<file path="config.mk">
export PLATFORM = sky130hd
export DESIGN_NAME = canmfc_top
export DESIGN_NICKNAME = d
export VERILOG_FILES = /design/src/include/canmfc_pkg.sv /design/src/include/canmfc_flt_if.sv /design/src/hdl/canmfc_filters.sv /design/src/hdl/canmfc_top.sv
export SDC_FILE = /design/constraint.sdc
export NUM_CORES = 1
export LEC_CHECK = 0
export BUFFER_PORTS_ARGS = -buffer_cell sky130_fd_sc_hd__buf_2
export CAP_MARGIN = 20
export CORE_ASPECT_RATIO = 0.9
export CORE_UTILIZATION = 45
export CTS_CLUSTER_SIZE = 25
export DETAILED_ROUTE_END_ITERATION = 8
export HOLD_SLACK_MARGIN = 0.12
export PLACE_DENSITY = 0.78
export SETUP_SLACK_MARGIN = 0.4
export SKIP_LAST_GASP = 1
export SLEW_MARGIN = 20
export SYNTH_ARGS = -nofsm -noshare
export SYNTH_HDL_FRONTEND = slang
export SYNTH_HIERARCHICAL = 1
export SYNTH_SLANG_ARGS = --single-unit
</file>
<file path="constraint.sdc">
create_clock -name ref_clk -period 3.2 [get_ports ref_clk]
set_input_delay 0.48 -clock ref_clk [delete_from_list [all_inputs] [get_ports ref_clk]]
set_output_delay 0.48 -clock ref_clk [all_outputs]
set_load 0.05 [all_outputs]
</file>
<file path="src/include/canmfc_pkg.sv">
// Package for the CAN mode and filter control block.
// Assumes a 32-bit APB register bus, one word per register.
package canmfc_pkg;
    // Register byte addresses
    localparam logic [7:0] ADDR_MODE_CTRL = 8'h00;
    localparam logic [7:0] ADDR_FLT_CTRL  = 8'h04;
    localparam logic [7:0] ADDR_TS_TIMER  = 8'h08;
    localparam logic [7:0] ADDR_TS_STAMP  = 8'h0c;
    // Mode control fields
    localparam int ABORT_BIT   = 27;
    localparam int REQUESTED_OP_MODE_LSB   = 24;
    localparam int STAT_LSB    = 21;
    localparam int CAPEN_BIT   = 20;
    localparam int ON_BIT      = 15;
    localparam int IDLEST_BIT  = 13;
    localparam int BUSY_BIT    = 11;
    localparam int DNCNT_LSB   = 0;
    localparam int DNCNT_W     = 5;
    // Filter byte layout
    localparam int FLT_EN_BIT  = 7;
    localparam int FLT_MS_LSB  = 5;
    localparam int FLT_FS_LSB  = 0;
    localparam int NUM_FLT     = 4;
    localparam int FIRST_FLT   = 8;
    localparam logic [4:0] FIFO_MAX = 5'h0f;
    // Mode encodings
    typedef enum logic [2:0] {
        MODE_NORMAL   = 3'h0,
        MODE_DISABLE  = 3'h1,
        MODE_LOOPBACK = 3'h2,
        MODE_LISTEN   = 3'h3,
        MODE_CONFIG   = 3'h4,
        MODE_RSVD5    = 3'h5,
        MODE_RSVD6    = 3'h6,
        MODE_LISTEN_ALL = 3'h7
    } canmfc_mode_t;
    // Time taken to settle a mode change
    localparam int MODE_SETTLE_NS = 16;
    localparam int CLK_PERIOD_NS  = 4;
    localparam int MODE_SETTLE_CYC =
        (MODE_SETTLE_NS + CLK_PERIOD_NS - 1) / CLK_PERIOD_NS;
endpackage : canmfc_pkg

</file>
<file path="src/include/canmfc_flt_if.sv">
// Filter configuration carrier between top and filter logic.
// Assumes one clock domain shared by both sides.
interface canmfc_flt_if;
    logic [31:0] wdata;
    logic        we;
    logic [31:0] cfg;
    logic [3:0]  id_hit;
    logic        match;
    logic [1:0]  mask_sel;
    logic [3:0]  fifo_sel;
    logic [1:0]  flt_idx;
    modport ctrl (output wdata, we, id_hit, input cfg, match, mask_sel,
                  fifo_sel, flt_idx);
    modport flt  (input wdata, we, id_hit, output cfg, match, mask_sel,
                  fifo_sel, flt_idx);
endinterface : canmfc_flt_if

</file>
<file path="src/hdl/canmfc_filters.sv">
// Acceptance filter control bytes for four filters.
// Assumes writes arrive as whole-word strobes from the register block.
module canmfc_filters (
    // Clock and reset
    input wire logic ref_clk,
    input wire logic sys_rst,
    // Link to control block
    canmfc_flt_if.flt fl
);
    logic [31:0] cfg_r;
    logic [3:0]  hit_q;
    assign fl.cfg = cfg_r;

    // One byte per filter; first filter in the lowest byte
    for (genvar g = 0; g < canmfc_pkg::NUM_FLT; g++) begin : g_flt
        // RQ12 locked while enabled
        always_ff @(posedge ref_clk) begin
            if (sys_rst) begin
                cfg_r[8*g +: 8] <= 8'h00;
            end else if (fl.we) begin
                // Only the enable bit may move while the filter is live
                if (!cfg_r[8*g + canmfc_pkg::FLT_EN_BIT]) begin
                    cfg_r[8*g +: 8] <= fl.wdata[8*g +: 8];
                end else begin
                    cfg_r[8*g + canmfc_pkg::FLT_EN_BIT] <=
                        fl.wdata[8*g + canmfc_pkg::FLT_EN_BIT];
                end
            end
        end
        // RQ9 enabled filters only
        assign hit_q[g] = fl.id_hit[g] & cfg_r[8*g + canmfc_pkg::FLT_EN_BIT];
    end

    // Lowest numbered live filter wins; reserved FIFO codes refuse
    always_comb begin
        logic [7:0] b;
        b           = 8'h00;
        fl.match    = 1'b0;
        fl.flt_idx  = 2'd0;
        fl.mask_sel = 2'd0;
        fl.fifo_sel = 4'd0;
        for (int i = canmfc_pkg::NUM_FLT - 1; i >= 0; i--) begin
            b = cfg_r[8*i +: 8];
            // RQ11 reserved FIFO codes
            if (hit_q[i] && b[canmfc_pkg::FLT_FS_LSB +: 5] <=
                canmfc_pkg::FIFO_MAX) begin
                fl.match    = 1'b1;
                fl.flt_idx  = 2'(i);
                // RQ10 mask selection
                fl.mask_sel = b[canmfc_pkg::FLT_MS_LSB +: 2];
                fl.fifo_sel = b[canmfc_pkg::FLT_FS_LSB +: 4];
            end
        end
    end
endmodule : canmfc_filters

</file>
<file path="src/hdl/canmfc_top.sv">
// CAN mode control and acceptance filter control, APB slave.
// Assumes a CAN engine beside it reports aborts, frames and idleness.
//
// What this block does
// RQ1 - Abort request aborts all, self-clears when done
// RQ2 - Requested mode field decoded, reserved codes
// RQ3 - Read-only mode status, same encoding
// RQ4 - Capture timer on valid receive when enabled
// RQ5 - Capture disabled halts the timer
// RQ6 - Module-on bit enables the controller
// RQ7 - Finish transaction; busy until off honoured
// RQ8 - Software polls busy after turning off
// RQ9 - Filter used only while enabled
// RQ10 - Two-bit field selects acceptance mask
// RQ11 - Five-bit field selects destination FIFO
// RQ12 - Filter bits change only while disabled
// RQ13 - Four filters, one byte each
// RQ14 - Reset: configuration mode, off, filters off
// RQ15 - Status follows request after transition done
module canmfc_top #(
    parameter int TS_W = 16
) (
    // Clock and reset
    input  wire logic        ref_clk,
    input  wire logic        sys_rst,
    // APB slave
    input  wire logic        psel,
    input  wire logic        penable,
    input  wire logic        pwrite,
    input  wire logic [7:0]  paddr,
    input  wire logic [31:0] pwdata,
    output logic      [31:0] prdata,
    output logic             pready,
    output logic             pslverr,
    // CAN engine status
    input  wire logic        eng_tx_pending,
    input  wire logic        eng_active,
    input  wire logic        eng_rx_valid,
    input  wire logic [3:0]  eng_id_hit,
    // CAN engine control
    output logic             tx_abort_all,
    output logic             module_enable,
    output logic [2:0]       eng_mode,
    output logic             rx_store,
    output logic [1:0]       rx_mask_sel,
    output logic [3:0]       rx_fifo_sel,
    output logic [1:0]       rx_filter_idx,
    output logic [TS_W-1:0]  rx_stamp
);
    logic             abort_r;
    logic [2:0]       requested_op_mode_r;
    logic [2:0]       opstat_r;
    logic             capen_r;
    logic             on_r;
    logic             idlest_r;
    logic             busy_r;
    logic [4:0]       dncnt_r;
    logic [TS_W-1:0]  timer_r;
    logic [TS_W-1:0]  stamp_r;
    logic [2:0]       settle_r;
    logic             rx_store_r;
    logic [1:0]       msel_r;
    logic [3:0]       fsel_r;
    logic [1:0]       fidx_r;
    logic             wr_en;
    logic             rd_en;
    logic             mapped;
    logic [31:0]      mode_word;
    canmfc_flt_if     fl ();

    canmfc_filters u_filters (
        .ref_clk (ref_clk),
        .sys_rst (sys_rst),
        .fl      (fl)
    );

    // APB: zero wait states, unmapped addresses answer with an error
    assign wr_en   = psel && penable && pwrite;
    assign rd_en   = psel && penable && !pwrite;
    assign pready  = 1'b1;
    assign mapped  = paddr == canmfc_pkg::ADDR_MODE_CTRL ||
                     paddr == canmfc_pkg::ADDR_FLT_CTRL  ||
                     paddr == canmfc_pkg::ADDR_TS_TIMER  ||
                     paddr == canmfc_pkg::ADDR_TS_STAMP;
    assign pslverr = psel && penable && !mapped;
    // RQ13 filter word write
    assign fl.wdata  = pwdata;
    assign fl.we     = wr_en && paddr == canmfc_pkg::ADDR_FLT_CTRL;
    assign fl.id_hit = eng_id_hit;

    // Mode control word as seen by software
    always_comb begin
        mode_word = 32'h0000_0000;
        mode_word[canmfc_pkg::ABORT_BIT] = abort_r;
        mode_word[canmfc_pkg::REQUESTED_OP_MODE_LSB +: 3] = requested_op_mode_r;
        // RQ3 status readback
        mode_word[canmfc_pkg::STAT_LSB +: 3] = opstat_r;
        mode_word[canmfc_pkg::CAPEN_BIT] = capen_r;
        mode_word[canmfc_pkg::ON_BIT] = on_r;
        mode_word[canmfc_pkg::IDLEST_BIT] = idlest_r;
        mode_word[canmfc_pkg::BUSY_BIT] = busy_r;
        mode_word[canmfc_pkg::DNCNT_LSB +: canmfc_pkg::DNCNT_W] = dncnt_r;
    end

    // Read data is registered so it stands clean in the access phase
    always_ff @(posedge ref_clk) begin
        if (sys_rst) begin
            prdata <= 32'h0000_0000;
        end else if (psel && !penable && !pwrite) begin
            unique case (paddr)
                canmfc_pkg::ADDR_MODE_CTRL: prdata <= mode_word;
                canmfc_pkg::ADDR_FLT_CTRL:  prdata <= fl.cfg;
                canmfc_pkg::ADDR_TS_TIMER:  prdata <= 32'(timer_r);
                canmfc_pkg::ADDR_TS_STAMP:  prdata <= 32'(stamp_r);
                default:                    prdata <= 32'h0000_0000;
            endcase
        end
    end

    // Software-owned mode control fields
    always_ff @(posedge ref_clk) begin
        if (sys_rst) begin
            // RQ14 reset to config
            requested_op_mode_r  <= canmfc_pkg::MODE_CONFIG;
            capen_r  <= 1'b0;
            on_r     <= 1'b0;
            idlest_r <= 1'b0;
            dncnt_r  <= 5'h00;
        end else if (wr_en && paddr == canmfc_pkg::ADDR_MODE_CTRL) begin
            requested_op_mode_r  <= pwdata[canmfc_pkg::REQUESTED_OP_MODE_LSB +: 3];
            capen_r  <= pwdata[canmfc_pkg::CAPEN_BIT];
            on_r     <= pwdata[canmfc_pkg::ON_BIT];
            idlest_r <= pwdata[canmfc_pkg::IDLEST_BIT];
            dncnt_r  <= pwdata[canmfc_pkg::DNCNT_LSB +: canmfc_pkg::DNCNT_W];
        end
    end

    // Abort request: software sets, hardware clears when drained
    always_ff @(posedge ref_clk) begin
        if (sys_rst) begin
            abort_r <= 1'b0;
        end else if (wr_en && paddr == canmfc_pkg::ADDR_MODE_CTRL &&
                     pwdata[canmfc_pkg::ABORT_BIT]) begin
            // RQ1 set wins over clear
            abort_r <= 1'b1;
        end else if (abort_r && !eng_tx_pending) begin
            // RQ1 cleared once drained
            abort_r <= 1'b0;
        end
    end
    // RQ1 abort broadcast
    assign tx_abort_all = abort_r;

    // Module enable: turning off waits for the engine to go idle
    always_ff @(posedge ref_clk) begin
        if (sys_rst) begin
            module_enable <= 1'b0;
        end else if (on_r) begin
            // RQ6 enable on request
            module_enable <= 1'b1;
        end else if (!eng_active) begin
            // RQ7 finish transaction first
            module_enable <= 1'b0;
        end
    end

    // Busy while the engine works or an off request is still pending
    always_ff @(posedge ref_clk) begin
        if (sys_rst) begin
            busy_r <= 1'b0;
        end else begin
            // RQ7 busy until honoured
            busy_r <= eng_active || (module_enable && !on_r);
        end
    end

    // Mode change: reserved codes are ignored and never reported
    always_ff @(posedge ref_clk) begin
        if (sys_rst) begin
            opstat_r <= canmfc_pkg::MODE_CONFIG;
            settle_r <= 3'h0;
        end else if (requested_op_mode_r == opstat_r ||
                     requested_op_mode_r == canmfc_pkg::MODE_RSVD5 ||
                     requested_op_mode_r == canmfc_pkg::MODE_RSVD6) begin
            // RQ2 reserved codes ignored
            settle_r <= 3'h0;
        end else if (eng_active) begin
            // Leaving a mode mid-frame would corrupt the bus
            settle_r <= 3'h0;
        end else if (settle_r == 3'(canmfc_pkg::MODE_SETTLE_CYC - 1)) begin
            // RQ15 status after settle
            opstat_r <= requested_op_mode_r;
            settle_r <= 3'h0;
        end else begin
            settle_r <= settle_r + 3'h1;
        end
    end
    // RQ2 decoded mode to engine
    assign eng_mode = opstat_r;

    // Timestamp timer runs only while capture is enabled
    always_ff @(posedge ref_clk) begin
        if (sys_rst) begin
            timer_r <= '0;
        end else if (capen_r) begin
            timer_r <= timer_r + TS_W'(1);
        end
        // RQ5 timer halts otherwise
    end

    // Capture, while capture is enabled, on each valid reception that a live filter accepts
    always_ff @(posedge ref_clk) begin
        if (sys_rst) begin
            stamp_r <= '0;
        end else if (capen_r && eng_rx_valid && fl.match) begin
            // RQ4 capture with message
            stamp_r <= timer_r;
        end
    end

    // Register the acceptance result alongside the stamp
    always_ff @(posedge ref_clk) begin
        if (sys_rst) begin
            rx_store_r <= 1'b0;
            msel_r     <= 2'd0;
            fsel_r     <= 4'd0;
            fidx_r     <= 2'd0;
        end else begin
            // RQ9 only live filters
            rx_store_r <= eng_rx_valid && fl.match && module_enable;
            // RQ10 mask choice
            msel_r     <= fl.mask_sel;
            // RQ11 FIFO choice
            fsel_r     <= fl.fifo_sel;
            fidx_r     <= fl.flt_idx;
        end
    end
    assign rx_store      = rx_store_r;
    assign rx_mask_sel   = msel_r;
    assign rx_fifo_sel   = fsel_r;
    assign rx_filter_idx = fidx_r;
    assign rx_stamp      = stamp_r;
endmodule : canmfc_top

</file>
==> summary.txt, run 1 <==
Setup CP Type -> reg -> reg
Synth Cell Area -> 5420 sq um
Post-DP HPWL -> 10600 um
Detailed Routing Iterations Pass 1 -> 5
CP startpoint kind -> register
Placed Cells incl. Taps -> 797
# IOs -> 116
CTS H-Tree Depth -> 4
Post-Syn Nets -> 613
RSZ-0062 raised after global routing -> no
Synth area leader -> dfxtp_1
cell row count -> 37
outcome -> finished, final reports clean
gpl congestion -> 0.827
commonest non-fill, non-tap cell in the layout -> dfxtp_1
number of hold buffers added after CTS -> 0
max-slew violation count -> 0
Synth-to-Final Area Change -> 23.4%
final WL -> 15100 um
Sum Neg Setup Slack -> 0 ps
max-cap check violation count -> 0
Post-synth EDFFs -> 0
Post-Syn Instances -> 558
Multi-input gate area -> 2660 sq um
CTS tree -> built
most frequent cells in the layout -> dfxtp_1 (125), buf_2 (113), nor2_1 (101)
Clock Skew -> 9.53 ps
vias per cell -> 5.70
post-synth top area share -> 0.462
post-CTS sizing -> 0
Syn Area/Cell -> 9.70 sq um
Skew-Pair Late Insertion Delay -> 410 ps
Initial Util -> 0.468
Die ar. -> 12500 sq um
VDD IR max -> 0.000341 V
global-route usage over all layers -> 0.247
Sink Count -> 125
final antenna-violating net count -> 0
antenna violations before repair -> 0
Final #Nets -> 715
postcts setup bufs -> 0
critical path fanouts, max -> 16
routed via count -> 4723
# setup viols final -> 0
final core utilization -> 0.577
Req. time, crit path -> 3450 ps
fillers -> 999
Post-Layout Cell Count -> 828
register area -> 2500 sq um
most frequently used flop master after synthesis -> dfxtp_1
maximum clock rate -> 477 MHz
DR WL/cell -> 18.3 um
Cell Pwr Density -> 563 nW/um^2
leakage power -> 2.80 nW
largest net degree at the start of global routing -> 104
global-route wire length before repair -> 23800 um
Placeable Area -> 11600 sq um
max_slew headroom -> 0.310
GRT overflow -> 0
TritonCTS buffer count -> 17
Area contributors post-synth -> dfxtp_1 (46%), mux2i_1 (8.5%), nor2_1 (7.0%)
Place WS -> 791 ps
CTS root buf -> clkbuf_16
PortBufs -> 114
DIE WIDTH -> 118 um
number of global-route vias before repair -> 4549
period utilization -> 0.655
worst hold path class -> in -> reg
drt first-iter violations -> 572
setup ws final -> 1100 ps
DP Area -> 6050 sq um
share of layout cells above drive strength 1 -> 0.275
Worst setup EP type -> register
#FFs+latches synth -> 125
post-route cell area -> 6680 sq um
final hold viol count -> 0
Synthesis Warnings -> 6
CTS max path bufs -> 2
final period demand of the worst path -> 2100 ps
count of cell types in the netlist -> 47
FFs w/ async S/R, synth -> 0
Worst-path clk slew -> 60 ps
crit path DAT -> 2340 ps
Antenna diodes -> 0
sequential element share of the synthesized area -> 0.462
worst slew pin tran -> 1030 ps
DRC viols -> 0
die height -> 106 um
==> registers in the layout (all words and copies together), names as in the netlist, 2 cells and up <==
name                 count
rx_mask_sel              2
rx_filter_idx            2
rx_stamp                16
dncnt_r                  5
settle_r                 3
eng_mode                 3
u_filters/fl.cfg        32
timer_r                 16
requested_op_mode_r      3
prdata                  32
rx_fifo_sel              4
==> synthesized netlist by cell type, types with 2 or more instances <==
library cell,instances
nor2_1,101
nor3_1,5
mux2i_1,46
nand2b_1,4
ha_1,3
mux2_2,16
inv_1,9
nand4_1,8
and3b_1,2
buf_4,6
a311o_1,6
dfxtp_1,125
a22oi_1,24
xor2_1,8
a32oi_1,8
or3_1,4
a22o_1,14
clkbuf_1,18
o21a_1,6
nor2b_1,13
nand2_1,39
a21oi_1,21
nand3_1,4
xnor2_1,10
and4b_1,7
buf_6,4
buf_2,12
nor4_1,8
nand3b_1,2
mux4_2,8
==> final cells by class <==
class | count | share of cell area
inverters | 9 | 0.00506
flip-flops and latches | 125 | 0.374
well taps | 156 | 0.0292
repair buffers | 125 | 0.0981
clock inverters | 12 | 0.0290
multi-input cells | 382 | 0.398
clock buffers | 19 | 0.0663
==> final timing paths <==
| path | start | to | slack (ps) | depth (start not counted) |
|---|---|---|---|---|
| hold reg to reg | settle_r[0] | settle_r[0] | 430 | 1 |
| setup reg to reg | u_filters/fl.cfg[31] | rx_stamp[14] | 1100 | 6 |
| hold / removal | pwdata[18] | u_filters/fl.cfg[18] | 310 | 3 |
| setup / recovery | u_filters/fl.cfg[31] | rx_stamp[14] | 1100 | 6 |
==> routing by layer <==
| layer | vias to the layer above | track usage | part of all wire |
|---|---|---|---|
| met2 | 228 | 0.368 | 0.45 |
| li1 | 2184 | - | - |
| met5 | - | 0 | 0 |
| met3 | 31 | 0.0601 | 0.071 |
| met4 | 0 | 0.0879 | 0.019 |
| met1 | 2280 | 0.345 | 0.46 |
==> logic make-up (layout without fill, tap and decap cells) <==
kind of cell,count (synthesis),in the layout,synth area share
AOI/OAI and AO/OA,83,83,0.113
xor gates and xnor gates,18,18,0.0291
adders and majority gates,3,3,0.00693
buffers and inverters,51,165,0.0481
DFF,125,125,0.462
muxes,70,70,0.152
other,1,1,0.000692
and+or+nand+nor,207,207,0.188
==> per-stage QoR <==
| stage | power (mW) | hold WS [ps] |
|---|---|---|
| 2_1_floorplan | 1.66 | 399 |
| 3_3_place_gp | 1.71 | 407 |
| 3_5_place_dp | 1.71 | 417 |
| 4_1_cts | 3.77 | 299 |
| 5_1_grt | 3.85 | 322 |
| 6_report | 3.76 | 308 |
==> power breakdown <==
group	total [mW]	switching [mW]	internal, mW
Sequential	1.56	0.000437	1.56
Combinational	0.124	0.0836	0.0400
Clock	2.08	0.689	1.39
Total	3.76	0.773	2.99
==> critical path, stage by stage, from the launching register on <==
cell     delay, ps
dfxtp_1        390
and3b_1        360
a31oi_1        120
nand3_1        210
nand3_1        530
nand2_1        230
a21oi_1         80
Note: power is estimated with default switching activity, not from simulation.
==> run 2: changes to the inputs <==
--- a/config.mk
+++ b/config.mk
@@ -5,6 +5,7 @@
 export SDC_FILE = /design/constraint.sdc
 export NUM_CORES = 1
 export LEC_CHECK = 0
+export ABC_AREA = 1
 export BUFFER_PORTS_ARGS = -buffer_cell sky130_fd_sc_hd__buf_2
 export CAP_MARGIN = 20
 export CORE_ASPECT_RATIO = 0.9
==> constraint.sdc (replaced) <==
create_clock -name ref_clk -period 2 [get_ports ref_clk]
set_input_delay 0.3 -clock ref_clk [delete_from_list [all_inputs] [get_ports ref_clk]]
set_output_delay 0.3 -clock ref_clk [all_outputs]
set_load 0.05 [all_outputs]
==> run 2 against run 1 <==
Effect of this change:
- first-iteration DRC count increased by 1.0%
- critical path type is now in -> out
- via count increased by 20%
- combinational power increased by 120%
- sequential share of layout area decreased by 2.0 points
==> summary.txt, run 2 <==
max-slew violation count -> 0
Worst setup EP type -> output port
share of layout cells above drive strength 1 -> 0.229
Die ar. -> 12900 sq um
Synth area leader -> dfxtp_1
vias per cell -> 5.25
global-route wire length before repair -> 25100 um
cell row count -> 38
antenna violations before repair -> 0
outcome -> finished, final reports clean
final antenna-violating net count -> 0
largest net degree at the start of global routing -> 82
post-synth top area share -> 0.447
# IOs -> 116
number of global-route vias before repair -> 5017
drt first-iter violations -> 578
Syn Area/Cell -> 7.07 sq um
Final #Nets -> 961
CTS root buf -> clkbuf_16
Post-Syn Instances -> 792
depth of the most critical reg-to-reg path -> 8
PortBufs -> 114
Post-Syn Nets -> 847
FFs w/ async S/R, synth -> 0
global-route usage over all layers -> 0.253
Hold Path Stages -> 3
final period demand of the worst path -> 1570 ps
#FFs+latches synth -> 125
capturing point of the worst reg2reg path -> rx_stamp[7]
Detailed Routing Iterations Pass 1 -> 5
Req. time, crit path -> 1700 ps
RSZ-0062 raised after global routing -> no
commonest non-fill, non-tap cell in the layout -> nand2_1
Area contributors post-synth -> dfxtp_1 (45%), nand2_1 (15%), a21oi_1 (8.8%)
max_slew headroom -> 0.450
hold endpoint -> u_filters/fl.cfg[16]
crit path DAT -> 1270 ps
sequential element share of the synthesized area -> 0.447
setup ws final -> 430 ps
r2r setup slk -> 480 ps
Clock Skew -> 9.21 ps
Antenna diodes -> 0
# setup viols final -> 0
routed via count -> 5667
die height -> 108 um
Post-DP HPWL -> 11100 um
period utilization -> 0.785
CP startpoint kind -> input pin
Worst-path clk slew -> 50 ps
Sink Count -> 125
Place WS -> 111 ps
DRC viols -> 0
Post-synth EDFFs -> 0
CTS H-Tree Depth -> 4
most common library cells after synthesis -> nand2_1 (231), dfxtp_1 (125), a21oi_1 (98)
Initial Util -> 0.463
Skew-Pair Late Insertion Delay -> 420 ps
Placeable Area -> 12100 sq um
fillers -> 1119
TritonCTS buffer count -> 17
Synthesis Warnings -> 6
CTS max path bufs -> 2
final hold viol count -> 0
most frequent cell after synthesis -> nand2_1
most frequent cells in the layout -> nand2_1 (229), dfxtp_1 (121), buf_2 (111)
Sum Neg Setup Slack -> 0 ps
worst hold path class -> in -> reg
DP Area -> 6330 sq um
worst slew pin tran -> 824 ps
CTS tree -> built
max-cap check violation count -> 0
RR Startpoint -> u_filters/fl.cfg[31]
VDD IR max -> 0.000710 V
Setup CP Type -> in -> out
critical path fanouts, max -> 3
leakage power -> 3.06 nW
post-route cell area -> 7060 sq um
Synth Cell Area -> 5600 sq um
DR WL/cell -> 14.7 um
GRT overflow -> 0
hold_sp -> pwdata[16]
number of hold buffers added after CTS -> 0
Cell Pwr Density -> 844 nW/um^2
count of cell types in the netlist -> 36
gpl congestion -> 0.891
Synth-to-Final Area Change -> 26.2%
DIE WIDTH -> 120 um
final WL -> 15900 um
most frequently used flop master after synthesis -> dfxtp_1
maximum clock rate -> 637 MHz
[run 2: changes by cell type in the layout (fill, tap and decap cells not counted), sizes merged, moves of 13 or more]
| cell | previous run | this run |
|---|---|---|
| mux2 | 16 | 0 |
| nor2 | 101 | 66 |
| a22oi | 24 | 0 |
| a21oi | 21 | 99 |
| a22o | 14 | 0 |
| o21ai | 1 | 44 |
| mux2i | 46 | 0 |
| nand2 | 39 | 238 |
| inv | 9 | 70 |
| nand3 | 4 | 74 |
| nor2b | 13 | 0 |
[run 2: cell type report]
type | count | area (sq um) | area share
clock inverters | 10 | 136 | 0.0193
well taps | 160 | 200 | 0.0283
multi-input cells | 556 | 2670 | 0.378
clock buffers | 22 | 484 | 0.0685
flip-flops and latches | 125 | 2510 | 0.355
inverters | 71 | 279 | 0.0395
repair buffers | 135 | 790 | 0.112
[run 2: worst max-delay path, stage by stage]
cell,delay (ps)
buf_2,100
inv_2,60
nand2_8,90
nor2_4,50
nand2_4,70
inv_4,30
nor2_1,90
nand2_1,90
nor3_4,210
buf_6,190
[run 2: routing by layer]
metal  up-vias  GRT usage  share of wire
li1       2795          -              -
met4         0      0.109          0.027
met5         -          0              0
met2       260      0.384           0.44
met1      2581      0.344           0.45
met3        31     0.0556          0.083
[run 2: stage by stage]
stage	utilization	std cells	hold WS, ps	power, mW
after global routing	0.585	1079	142	6.13
after detailed placement	0.524	1043	415	2.81
after CTS	0.576	1075	127	5.98
after global placement	0.524	1043	412	2.81
final	0.585	1079	137	5.96
after floorplan	-	792	378	2.71
[run 2: power breakdown]
part / internal [mW] / switching, mW / total, mW
clock: 2.09 / 1.11 / 3.19
sequential: 2.50 / 0.00421 / 2.50
combinational: 0.0845 / 0.183 / 0.268
total: 4.67 / 1.29 / 5.96
[run 2: kinds of logic after synthesis]
kind of cell / count (synthesis) / share of synthesized area
other: 1 / 0.000670
flip-flops: 125 / 0.447
buffers and inverters: 111 / 0.0919
AO/OA/AOI/OAI: 154 / 0.142
AND/OR/NAND/NOR: 393 / 0.303
XOR/XNOR: 5 / 0.00783
adder cells (fa/ha/maj): 3 / 0.00671
[run 2: worst max-delay path by stage]
stage	startpoint	end	cells past startpoint
final	paddr[0]	pslverr	10
after global routing	paddr[0]	pslverr	10
after CTS	paddr[5]	pslverr	10
after detailed placement	paddr[7]	u_filters/fl.cfg[30]	11
after global placement	paddr[7]	u_filters/fl.cfg[27]	11
after floorplan	paddr[5]	pslverr	9
[run 2: what timing repair did]
item / in CTS / in global routing
gates resized for setup: 2 / 19
hold endpoints to repair: 0 / 0
pin swaps: 2 / 6
endpoints found under the setup margin: 1 / 28
setup buffers: 0 / 4
